File: config.mk
export PLATFORM = sky130hd
export DESIGN_NAME = tdw_walker
export DESIGN_NICKNAME = d
export VERILOG_FILES = /design/src/shared/tdw_pkg.sv /design/src/core/tdw_fifo.sv /design/src/core/tdw_walker.sv
export VERILOG_INCLUDE_DIRS = /design/src /design/src/shared
export SDC_FILE = /design/constraint.sdc
export NUM_CORES = 1
export LEC_CHECK = 0
export BUFFER_PORTS_ARGS = -buffer_cell sky130_fd_sc_hd__clkbuf_2
export CAP_MARGIN = 10
export CELL_PAD_IN_SITES_DETAIL_PLACEMENT = 1
export CELL_PAD_IN_SITES_GLOBAL_PLACEMENT = 2
export CORE_MARGIN = 2
export CORE_UTILIZATION = 38
export DETAILED_ROUTE_END_ITERATION = 8
export GPL_TIMING_DRIVEN = 0
export PLACE_DENSITY = 0.87
export SLEW_MARGIN = 0
export SYNTH_ARGS = -nofsm -noshare
export SYNTH_HDL_FRONTEND = slang
export SYNTH_SLANG_ARGS = --single-unit
File: constraint.sdc
create_clock -name clock -period 4.79 [get_ports clock]
set_clock_uncertainty 0.1 [all_clocks]
set_input_delay 0.7185 -clock clock [delete_from_list [all_inputs] [get_ports clock]]
set_output_delay 0.7185 -clock clock [all_outputs]
set_load 0.05 [all_outputs]
File: src/shared/tdw_map.svh
// descriptor layout, register offsets and control bits of the descriptor walker
`ifndef TDW_MAP_SVH
`define TDW_MAP_SVH
// descriptor word offsets from the descriptor base address
`define TDW_OFS_LINK 32'h0000_0000
`define TDW_OFS_BUF 32'h0000_0004
`define TDW_OFS_LEN 32'h0000_0008
`define TDW_OFS_FLG 32'h0000_000C
// halfword split of the third and fourth words
`define TDW_HI_HALF 31:16
`define TDW_LO_HALF 15:0
// flag positions in the fourth word, from bit 31 downward
`define TDW_BIT_FIRST 31
`define TDW_BIT_LAST 30
`define TDW_BIT_HELD 29
`define TDW_BIT_QEND 28
`define TDW_BIT_ABORT 27
`define TDW_BIT_FCS 26
// apb register offsets
`define TDW_REG_CTRL 8'h00
`define TDW_REG_HEAD 8'h04
`define TDW_REG_STATUS 8'h08
`define TDW_REG_CUR 8'h0C
`define TDW_REG_PKTLEN 8'h10
// control register bits, write one to act
`define TDW_CTL_START 0
`define TDW_CTL_ABORT 1
// status register bits
`define TDW_STA_BUSY 0
`define TDW_STA_HALT 1
`define TDW_STA_ABORT 2
`define TDW_STA_UNOWNED 3
// reset values
`define TDW_HEAD_RST 32'h0000_0000
`define TDW_WORD_RST 32'h0000_0000
`endif

File: src/shared/tdw_pkg.sv
// types shared by the descriptor walker and its testbench
package tdw_pkg;
    // walker sequence states
    typedef enum logic [3:0] {
        S_IDLE, S_RD_BUF, S_RD_LEN, S_RD_FLG, S_CHECK, S_DATA_RD,
        S_DATA_PUSH, S_RD_LINK, S_WB_EOP, S_WB_SOP, S_WB_ABORT
    } tdw_state_t;
    // one streamed byte with its packet markers
    typedef struct packed {
        logic no_fcs;
        logic first;
        logic last;
        logic [7:0] data;
    } tdw_beat_t;
endpackage

File: src/core/tdw_fifo.sv
// small first-in first-out buffer with valid and ready on both sides
`timescale 1ns/1ps
module tdw_fifo #(
    parameter int WIDTH = 11,
    parameter int DEPTH = 2
)
(
    input wire logic clock,
    input wire logic rst_b,
    input wire logic in_valid,
    output logic in_ready,
    input wire logic [WIDTH-1:0] in_data,
    output logic out_valid,
    input wire logic out_ready,
    output logic [WIDTH-1:0] out_data
);
    localparam int PW = (DEPTH > 1) ? $clog2(DEPTH) : 1;
    localparam int CW = $clog2(DEPTH + 1);
    logic [WIDTH-1:0] mem_reg [DEPTH]; // storage, depth must be a power of two
    logic [PW-1:0] wr_ptr_reg; // next slot to fill
    logic [PW-1:0] rd_ptr_reg; // oldest slot
    logic [CW-1:0] count_reg; // words held
    wire logic push = in_valid && in_ready;
    wire logic pop = out_valid && out_ready;

    assign in_ready = count_reg != CW'(DEPTH);
    assign out_valid = count_reg != '0;
    assign out_data = mem_reg[rd_ptr_reg];

    // write side fills storage
    always_ff @(posedge clock)
    begin
        if (push)
            mem_reg[wr_ptr_reg] <= in_data;
    end

    // pointers and fill count
    always_ff @(posedge clock or negedge rst_b)
    begin
        if (!rst_b)
        begin
            wr_ptr_reg <= '0;
            rd_ptr_reg <= '0;
            count_reg <= '0;
        end
        else
        begin
            if (push)
                wr_ptr_reg <= wr_ptr_reg + PW'(1);
            if (pop)
                rd_ptr_reg <= rd_ptr_reg + PW'(1);
            if (push && !pop)
                count_reg <= count_reg + CW'(1);
            else if (pop && !push)
                count_reg <= count_reg - CW'(1);
        end
    end
endmodule

File: src/core/tdw_walker.sv
// transmit descriptor walker: fetches descriptors, streams bytes, writes status back
//
// Our own choices: the APB interface to the registers and the address map.
`timescale 1ns/1ps
`include "tdw_map.svh"
module tdw_walker
    import tdw_pkg::*;
#(
    parameter int BUF_DEPTH = 2
)
(
    input wire logic clock,
    input wire logic rst_b,
    input wire logic psel,
    input wire logic penable,
    input wire logic pwrite,
    input wire logic [7:0] paddr,
    input wire logic [31:0] pwdata,
    output logic [31:0] prdata,
    output logic pready,
    output logic pslverr,
    output logic mem_req,
    output logic mem_we,
    output logic [31:0] mem_addr,
    output logic [31:0] mem_wdata,
    input wire logic mem_ack,
    input wire logic [31:0] mem_rdata,
    output logic tx_valid,
    input wire logic tx_ready,
    output tdw_beat_t tx_beat,
    output logic [15:0] tx_pkt_len
);
    tdw_state_t state_reg, state_next; // walker state
    logic [31:0] addr_reg, addr_next; // memory address for the current access
    logic [31:0] desc_reg; // current descriptor base
    logic [31:0] sop_reg; // first descriptor of the packet
    logic [31:0] buf_reg; // buffer address word
    logic [31:0] flg_reg; // fourth word of the current descriptor
    logic [31:0] sop_flg_reg; // fourth word of the first descriptor
    logic [31:0] link_reg; // link word read last
    logic [31:0] ptr_reg; // byte pointer into the buffer
    logic [31:0] head_reg; // software start address
    logic [31:0] prdata_reg; // read data captured in setup phase
    logic [15:0] off_reg; // buffer offset field
    logic [15:0] rem_reg; // bytes left in this buffer
    logic [15:0] pkt_len_reg; // packet length from the first descriptor
    logic [7:0] byte_reg; // byte waiting to be pushed
    logic fcs_reg; // fcs supplied by software for this packet
    logic first_reg; // next byte opens the packet
    logic in_pkt_reg; // inside a packet, continuations allowed
    logic eoq_hit_reg; // last descriptor had a zero link
    logic abort_pend_reg; // teardown requested
    logic halt_reg; // channel halted on zero link or stray continuation
    logic abort_done_reg; // teardown finished
    logic unowned_reg; // first descriptor not held by engine
    tdw_beat_t beat_in; // byte entering the buffer
    logic [10:0] beat_out; // raw buffer output
    logic push_ready; // buffer can take a byte

    // pick one byte lane of a word, lane 0 is bits 7:0
    function automatic logic [7:0] byte_of(input logic [31:0] w, input logic [1:0] lane);
        byte_of = w[8*lane +: 8];
    endfunction

    // word address holding a byte address
    function automatic logic [31:0] word_of(input logic [31:0] a);
        word_of = {a[31:2], 2'b00};
    endfunction

    // apb decode
    wire logic apb_wr = psel && penable && pwrite;
    wire logic apb_setup = psel && !penable;
    wire logic sel_ctrl = paddr == `TDW_REG_CTRL;
    wire logic sel_head = paddr == `TDW_REG_HEAD;
    wire logic sel_stat = paddr == `TDW_REG_STATUS;
    wire logic sel_cur = paddr == `TDW_REG_CUR;
    wire logic sel_len = paddr == `TDW_REG_PKTLEN;
    wire logic sel_hit = sel_ctrl || sel_head || sel_stat || sel_cur || sel_len;
    wire logic idle = state_reg == S_IDLE;
    wire logic start_cmd = apb_wr && sel_ctrl && pwdata[`TDW_CTL_START];
    wire logic abort_cmd = apb_wr && sel_ctrl && pwdata[`TDW_CTL_ABORT];
    wire logic start_go = start_cmd && idle && !abort_pend_reg && head_reg != `TDW_WORD_RST;
    wire logic [31:0] status_word = ({31'h0, !idle} << `TDW_STA_BUSY) | ({31'h0, halt_reg} << `TDW_STA_HALT)
        | ({31'h0, abort_done_reg} << `TDW_STA_ABORT) | ({31'h0, unowned_reg} << `TDW_STA_UNOWNED);
    wire logic [31:0] rd_word = sel_head ? head_reg : sel_stat ? status_word : sel_cur ? desc_reg
        : sel_len ? {16'h0000, pkt_len_reg} : `TDW_WORD_RST;

    // flags of the current descriptor
    wire logic cur_first = flg_reg[`TDW_BIT_FIRST];
    wire logic cur_last = flg_reg[`TDW_BIT_LAST];
    wire logic cur_held = flg_reg[`TDW_BIT_HELD];
    wire logic link_zero = mem_rdata == `TDW_WORD_RST;
    wire logic last_byte = rem_reg == 16'h0001;
    wire logic fetch_ack = mem_ack && mem_req;
    // offset skipped only on the first buffer
    wire logic [31:0] start_ptr = cur_first ? buf_reg + {16'h0000, off_reg} : buf_reg;
    wire logic do_abort = cur_first && abort_pend_reg;
    wire logic bad_held_by_engine_flag = cur_first && !cur_held && !abort_pend_reg;
    wire logic bad_cont = !cur_first && !in_pkt_reg;
    wire logic push_valid = state_reg == S_DATA_PUSH;
    wire logic push_done = push_valid && push_ready;

    // write-back words keep every field except the engine flags
    wire logic [31:0] held_clr = ~(32'h1 << `TDW_BIT_HELD);
    wire logic [31:0] qend_bit = 32'h1 << `TDW_BIT_QEND;
    wire logic [31:0] eop_word = flg_reg | qend_bit;
    wire logic [31:0] sop_qend = (eoq_hit_reg && desc_reg == sop_reg) ? qend_bit : `TDW_WORD_RST;
    wire logic [31:0] sop_word = (sop_flg_reg & held_clr) | sop_qend;
    wire logic [31:0] abort_word = (flg_reg & held_clr) | (32'h1 << `TDW_BIT_ABORT);

    // bus master outputs, writes touch only the fourth word
    assign mem_req = !(idle || state_reg == S_CHECK || push_valid);
    assign mem_we = state_reg == S_WB_EOP || state_reg == S_WB_SOP || state_reg == S_WB_ABORT;
    assign mem_addr = addr_reg;
    assign mem_wdata = state_reg == S_WB_EOP ? eop_word : state_reg == S_WB_SOP ? sop_word : abort_word;
    assign pready = 1'b1;
    assign pslverr = psel && penable && !sel_hit;
    assign prdata = prdata_reg;
    assign tx_pkt_len = pkt_len_reg;
    assign tx_beat = tdw_beat_t'(beat_out);
    // byte markers, fcs choice travels with every byte
    assign beat_in = '{no_fcs: fcs_reg, first: first_reg, last: cur_last && last_byte, data: byte_reg};

    // next state and next memory address
    always_comb
    begin
        state_next = state_reg;
        addr_next = addr_reg;
        case (state_reg)
            S_IDLE:
            begin
                if (start_go)
                begin
                    state_next = S_RD_BUF;
                    addr_next = head_reg + `TDW_OFS_BUF;
                end
            end
            S_RD_BUF:
            begin
                if (fetch_ack)
                begin
                    state_next = S_RD_LEN;
                    addr_next = desc_reg + `TDW_OFS_LEN;
                end
            end
            S_RD_LEN:
            begin
                if (fetch_ack)
                begin
                    state_next = S_RD_FLG;
                    addr_next = desc_reg + `TDW_OFS_FLG;
                end
            end
            S_RD_FLG:
            begin
                if (fetch_ack)
                    state_next = S_CHECK;
            end
            S_CHECK:
            begin
                if (do_abort)
                begin
                    state_next = S_WB_ABORT;
                    addr_next = desc_reg + `TDW_OFS_FLG;
                end
                else if (bad_held_by_engine_flag || bad_cont)
                    state_next = S_IDLE;
                else if (rem_reg == 16'h0000)
                begin
                    state_next = S_RD_LINK;
                    addr_next = desc_reg + `TDW_OFS_LINK;
                end
                else
                begin
                    state_next = S_DATA_RD;
                    addr_next = word_of(start_ptr);
                end
            end
            S_DATA_RD:
            begin
                if (fetch_ack)
                    state_next = S_DATA_PUSH;
            end
            S_DATA_PUSH:
            begin
                if (push_ready && last_byte)
                begin
                    state_next = S_RD_LINK; // link read after the data
                    addr_next = desc_reg + `TDW_OFS_LINK;
                end
                else if (push_ready)
                begin
                    state_next = S_DATA_RD;
                    addr_next = word_of(ptr_reg + 32'h0000_0001);
                end
            end
            S_RD_LINK:
            begin
                if (fetch_ack && cur_last)
                begin
                    state_next = (link_zero && desc_reg != sop_reg) ? S_WB_EOP : S_WB_SOP;
                    addr_next = (link_zero && desc_reg != sop_reg) ? desc_reg + `TDW_OFS_FLG
                        : sop_reg + `TDW_OFS_FLG;
                end
                else if (fetch_ack && link_zero)
                    state_next = S_IDLE;
                else if (fetch_ack)
                begin
                    state_next = S_RD_BUF;
                    addr_next = mem_rdata + `TDW_OFS_BUF;
                end
            end
            S_WB_EOP:
            begin
                if (fetch_ack)
                begin
                    state_next = S_WB_SOP;
                    addr_next = sop_reg + `TDW_OFS_FLG;
                end
            end
            S_WB_SOP:
            begin
                if (fetch_ack && link_reg == `TDW_WORD_RST)
                    state_next = S_IDLE;
                else if (fetch_ack)
                begin
                    state_next = S_RD_BUF;
                    addr_next = link_reg + `TDW_OFS_BUF;
                end
            end
            S_WB_ABORT:
            begin
                if (fetch_ack)
                    state_next = S_IDLE; // nothing later is touched
            end
            default:
                state_next = S_IDLE;
        endcase
    end

    // state and address registers
    always_ff @(posedge clock or negedge rst_b)
    begin
        if (!rst_b)
        begin
            state_reg <= S_IDLE;
            addr_reg <= `TDW_WORD_RST;
        end
        else
        begin
            state_reg <= state_next;
            addr_reg <= addr_next;
        end
    end

    // descriptor fields captured as they arrive
    always_ff @(posedge clock or negedge rst_b)
    begin
        if (!rst_b)
        begin
            buf_reg <= `TDW_WORD_RST;
            off_reg <= 16'h0000;
            flg_reg <= `TDW_WORD_RST;
            byte_reg <= 8'h00;
        end
        else
        begin
            if (state_reg == S_RD_BUF && fetch_ack)
                buf_reg <= mem_rdata;
            if (state_reg == S_RD_FLG && fetch_ack)
                flg_reg <= mem_rdata;
            if (state_reg == S_RD_LEN && fetch_ack)
                off_reg <= mem_rdata[`TDW_HI_HALF];
            if (state_reg == S_DATA_RD && fetch_ack)
                byte_reg <= byte_of(mem_rdata, ptr_reg[1:0]);
        end
    end

    // buffer walk: pointer and remaining count
    always_ff @(posedge clock or negedge rst_b)
    begin
        if (!rst_b)
        begin
            ptr_reg <= `TDW_WORD_RST;
            rem_reg <= 16'h0000;
            first_reg <= 1'b0;
        end
        else
        begin
            if (state_reg == S_RD_LEN && fetch_ack)
                rem_reg <= mem_rdata[`TDW_LO_HALF]; // valid bytes only
            else if (push_done)
                rem_reg <= rem_reg - 16'h0001;
            if (state_reg == S_CHECK)
                ptr_reg <= start_ptr;
            else if (push_done)
                ptr_reg <= ptr_reg + 32'h0000_0001;
            if (state_reg == S_CHECK && cur_first)
                first_reg <= 1'b1;
            else if (push_done)
                first_reg <= 1'b0;
        end
    end

    // packet context taken from the first descriptor only
    always_ff @(posedge clock or negedge rst_b)
    begin
        if (!rst_b)
        begin
            sop_reg <= `TDW_WORD_RST;
            sop_flg_reg <= `TDW_WORD_RST;
            pkt_len_reg <= 16'h0000;
            fcs_reg <= 1'b0;
        end
        else if (state_reg == S_CHECK && cur_first && cur_held && !abort_pend_reg)
        begin
            sop_reg <= desc_reg;
            sop_flg_reg <= flg_reg;
            pkt_len_reg <= flg_reg[`TDW_LO_HALF];
            fcs_reg <= flg_reg[`TDW_BIT_FCS];
        end
    end

    // list position and link handling
    always_ff @(posedge clock or negedge rst_b)
    begin
        if (!rst_b)
        begin
            desc_reg <= `TDW_WORD_RST;
            link_reg <= `TDW_WORD_RST;
            eoq_hit_reg <= 1'b0;
            in_pkt_reg <= 1'b0;
        end
        else
        begin
            if (start_go)
                desc_reg <= head_reg;
            else if (state_reg == S_RD_LINK && fetch_ack && !cur_last && !link_zero)
                desc_reg <= mem_rdata;
            else if (state_reg == S_WB_SOP && fetch_ack && link_reg != `TDW_WORD_RST)
                desc_reg <= link_reg;
            if (state_reg == S_RD_LINK && fetch_ack)
            begin
                link_reg <= mem_rdata;
                eoq_hit_reg <= cur_last && link_zero;
            end
            if (state_reg == S_CHECK && cur_first && cur_held && !abort_pend_reg)
                in_pkt_reg <= 1'b1;
            else if (start_go || state_next == S_IDLE || (state_reg == S_WB_SOP && fetch_ack))
                in_pkt_reg <= 1'b0;
        end
    end

    // software registers and status; a hardware set wins over a start clear
    wire logic halt_set = (state_reg == S_RD_LINK && fetch_ack && !cur_last && link_zero)
        || (state_reg == S_WB_SOP && fetch_ack && link_reg == `TDW_WORD_RST)
        || (state_reg == S_CHECK && bad_cont && !do_abort);
    wire logic abort_set = (state_reg == S_WB_ABORT && fetch_ack) || (idle && abort_pend_reg);
    wire logic unowned_set = state_reg == S_CHECK && bad_held_by_engine_flag;
    always_ff @(posedge clock or negedge rst_b)
    begin
        if (!rst_b)
        begin
            head_reg <= `TDW_HEAD_RST;
            prdata_reg <= `TDW_WORD_RST;
            abort_pend_reg <= 1'b0;
            halt_reg <= 1'b0;
            abort_done_reg <= 1'b0;
            unowned_reg <= 1'b0;
        end
        else
        begin
            if (apb_wr && sel_head)
                head_reg <= {pwdata[31:2], 2'b00};
            if (apb_setup && !pwrite)
                prdata_reg <= rd_word;
            abort_pend_reg <= abort_cmd || (abort_pend_reg && !abort_set);
            halt_reg <= halt_set || (halt_reg && !start_cmd);
            abort_done_reg <= abort_set || (abort_done_reg && !start_cmd);
            unowned_reg <= unowned_set || (unowned_reg && !start_cmd);
        end
    end

    // buffer of BUF_DEPTH entries, two by default, between the walker and the transmitter
    tdw_fifo #(
        .WIDTH($bits(tdw_beat_t)),
        .DEPTH(BUF_DEPTH)
    ) u_fifo (
        .clock(clock),
        .rst_b(rst_b),
        .in_valid(push_valid),
        .in_ready(push_ready),
        .in_data(beat_in),
        .out_valid(tx_valid),
        .out_ready(tx_ready),
        .out_data(beat_out)
    );
endmodule

==> flow_summary.yaml <==
worst_setup_path:
  critPathLaunchType: "flop"
  crit_family: "compound AO/OA/AOI/OAI gates"
  path_cells: "clkbuf_1 > xor2_1 > nor4_1 > nand4_1 > o21ai_2 > nor2_1 > a221o_1 > a221oi_1 > o21ai_1"
  critPathBufInv: 1
  worstPathMaxFanout: 10
  crit_arrival_ns: 5.17
  worst_path_max_delay_cell: "o21ai_2"
  crit_start: "desc_reg[5]"
  cpPeakStageDelay_ns: 0.97
  end_kind: "flop"
  worstReg2RegStart: "desc_reg[5]"
  path_class: "flop to flop"
  cp.required_ns: 5.16
outcome:
  violations: "negative setup slack"
  status: "finished, violations left"
floorplan:
  core-area_um2: 68300
  die_x_um: 266
  io_pins: 207
  initial_core_util_pct: 38.2
  die_y_um: 266
  num_rows: 96
  dieArea_um2: 70900
global_routing:
  gr-total-overflow: 0
  grtUsageMet3_pct: 6.21
  grt_use_met1_pct: 54.7
  top_usage_layer: "met2"
  grt_use_total_pct: 40.0
  antenna_found_initial: 12
  grt_max_degree: 114
  grt_pass1_wl_um: 202000
  first_global_vias: 26800
  grt_use_met2_pct: 61.2
timing:
  clock.fmax_mhz: 208
  hold_slack_ns: 0.0815
  slew_violations: 0
  hold_viol_final: 0
  slew_headroom_pct: 8.52
  tightest_slew_ns: 1.37
  finalSetupViolations: 6
  setup_slack_ns: -0.0106
  finalCritPeriodShare_pct: 100
  rsz0062_at_grt: "false"
  period_needed_ns: 4.80
route:
  detail_route.vias_per_cell: 6.56
  vias: 26800
  drc: 0
  dr.pass1.iters: 7
  routed_wl_um: 144000
  post_drt_wl_per_cell_um: 35.2
  drt_iter0_markers: 3239
  ant_nets: 0
placed_design:
  gp_congestion: 0.971
  dpl.cell_count: 3995
  dpl_cell_area_um2: 28500
  dp.final_hpwl_um: 110000
  port_buffers: 191
logic_synthesis:
  syn_nets: 3012
  synthAdderAreaFrac_pct: 1.46
  synth_xor_area_share_pct: 7.38
  seq_area_frac_synth_pct: 38.2
  avgSynthCellArea_um2: 9.00
  synth-simple-area-share_pct: 19.6
  synth_top_family_by_area: "simple AND/OR/NAND/NOR gates"
  ys.flop_type: "dfrtp_1"
  yosysWarnings: 0
  yosysMostFrequentCell: "nand2_1"
  synthMuxAreaShare_pct: 12.4
  syn_area_um2: 26100
  synth_compound_area_share_pct: 16.0
  synth_seq_cells: 394
  synth.distinct_cells: 96
  synthTopCellsByArea: "dfrtp_1 (36%), mux2_2 (8.3%), nand2_1 (6.8%)"
  netlist.top_cell.by_area: "dfrtp_1"
  yosys.area.top_type_share_pct: 35.6
  synthTopCellsByCount: "nand2_1 (470), dfrtp_1 (372), mux2_2 (192)"
  syn_inst: 2904
  async_reset_ff_share_pct: 94.4
  synth_enable_flop_cells: 22
min_path:
  hold_class: "input pin to async pin"
power_and_ir_drop:
  power.density_nw_per_um2: 282
  ir_drop_v: 0.000286
  totalPowerFinal_w: 0.00856
  p_leak_nw: 13.4
clock_network:
  clock_path_buffers: 3
  htreeDepth: 2
  cts_made_buffers: 48
  cts_tree: "built"
  clock_latency_ns: 0.63
  clk_transition_reported_paths_ns: 0.07
  cts-root-buf: "clkbuf_16"
  numClockSinks: 394
final_layout:
  nFillCells: 7978
  drive_gt1_share_pct: 20.0
  areaGrowthSynthToFinish_pct: 16.0
  nets: 3273
  final_util_pct: 44.3
  final_area_um2: 30300
  final_cells: 4088
run:
  max_cap_violations: 0
final timing paths:
check	endpoint	slack, ns	depth (start not counted)
min in group clock	head_reg[8]	0.24	2
setup reg to reg	mem_addr[30]	-0.01	9
setup / recovery	mem_addr[30]	-0.01	9
hold reg to reg	u_fifo.mem_reg[1][1]	0.38	0
max in group asynchronous	ptr_reg[20]	3.00	3
hold / removal	flg_reg[19]	0.08	1
final cells by class:
class	count	area [um^2]	share of cell area, %
clock inverter	22	270	0.892
timing repair buffer	214	1270	4.21
inverter	41	158	0.520
multi-input combinational	2207	15000	49.4
antenna	2	5.00	0.0165
buffer	259	1170	3.88
clock buffer	67	1390	4.60
sequential	394	9970	32.9
tap	882	1100	3.64
logic make-up (layout without fill, tap and decap cells):
logic type / after synthesis / in the layout
adders and majority gates: 30 / 30
xor gates and xnor gates: 220 / 220
and+or+nand+nor: 1064 / 1064
AOI/OAI and AO/OA: 612 / 612
buffers and inverters: 303 / 603
muxes: 280 / 280
DFF: 394 / 394
other: 1 / 3
cells in the final DEF (no fill, tap or decap), drive strengths merged, types with 50 or more instances in the layout:
cell,instances
a21oi,135
dfrtp,372
a22oi,50
nor4,58
nand4,70
clkbuf,449
nand2,470
nand3,95
nor3,58
mux2i,60
nor2,177
xor2,118
mux2,212
o21ai,131
buf,91
xnor2,102
timing repair:
action	CTS	global route
buffers inserted	2	2
endpoints found under the setup margin	75	11
resized for setup	25	9
pin swaps	2	3
hold buffers	0	0
power breakdown:
part	total (W)	leakage [nW]	internal (W)	switching (W)
combinational	0.00109	7.32	0.000260	0.000829
sequential	0.00350	5.25	0.00343	0.0000747
clock	0.00396	0.817	0.00231	0.00166
layer usage:
metal / share of wire (%) / wire length (um)
met2: 44 / 63400
met3: 8.4 / 12100
met1: 42 / 59900
met5: 0.018 / 26
met4: 5.8 / 8290
metrics by stage:
stage / setup slack (ns) / setup TNS [ns]
finish: -0.0106 / -0.0325
global placement: -5.83 / -2167.93
global route: 0.0337 / 0
floorplan: 0.728 / 0
CTS: 0.0261 / 0
detailed placement: -1.83 / -31.21
(Power assumes the default switching activity.)
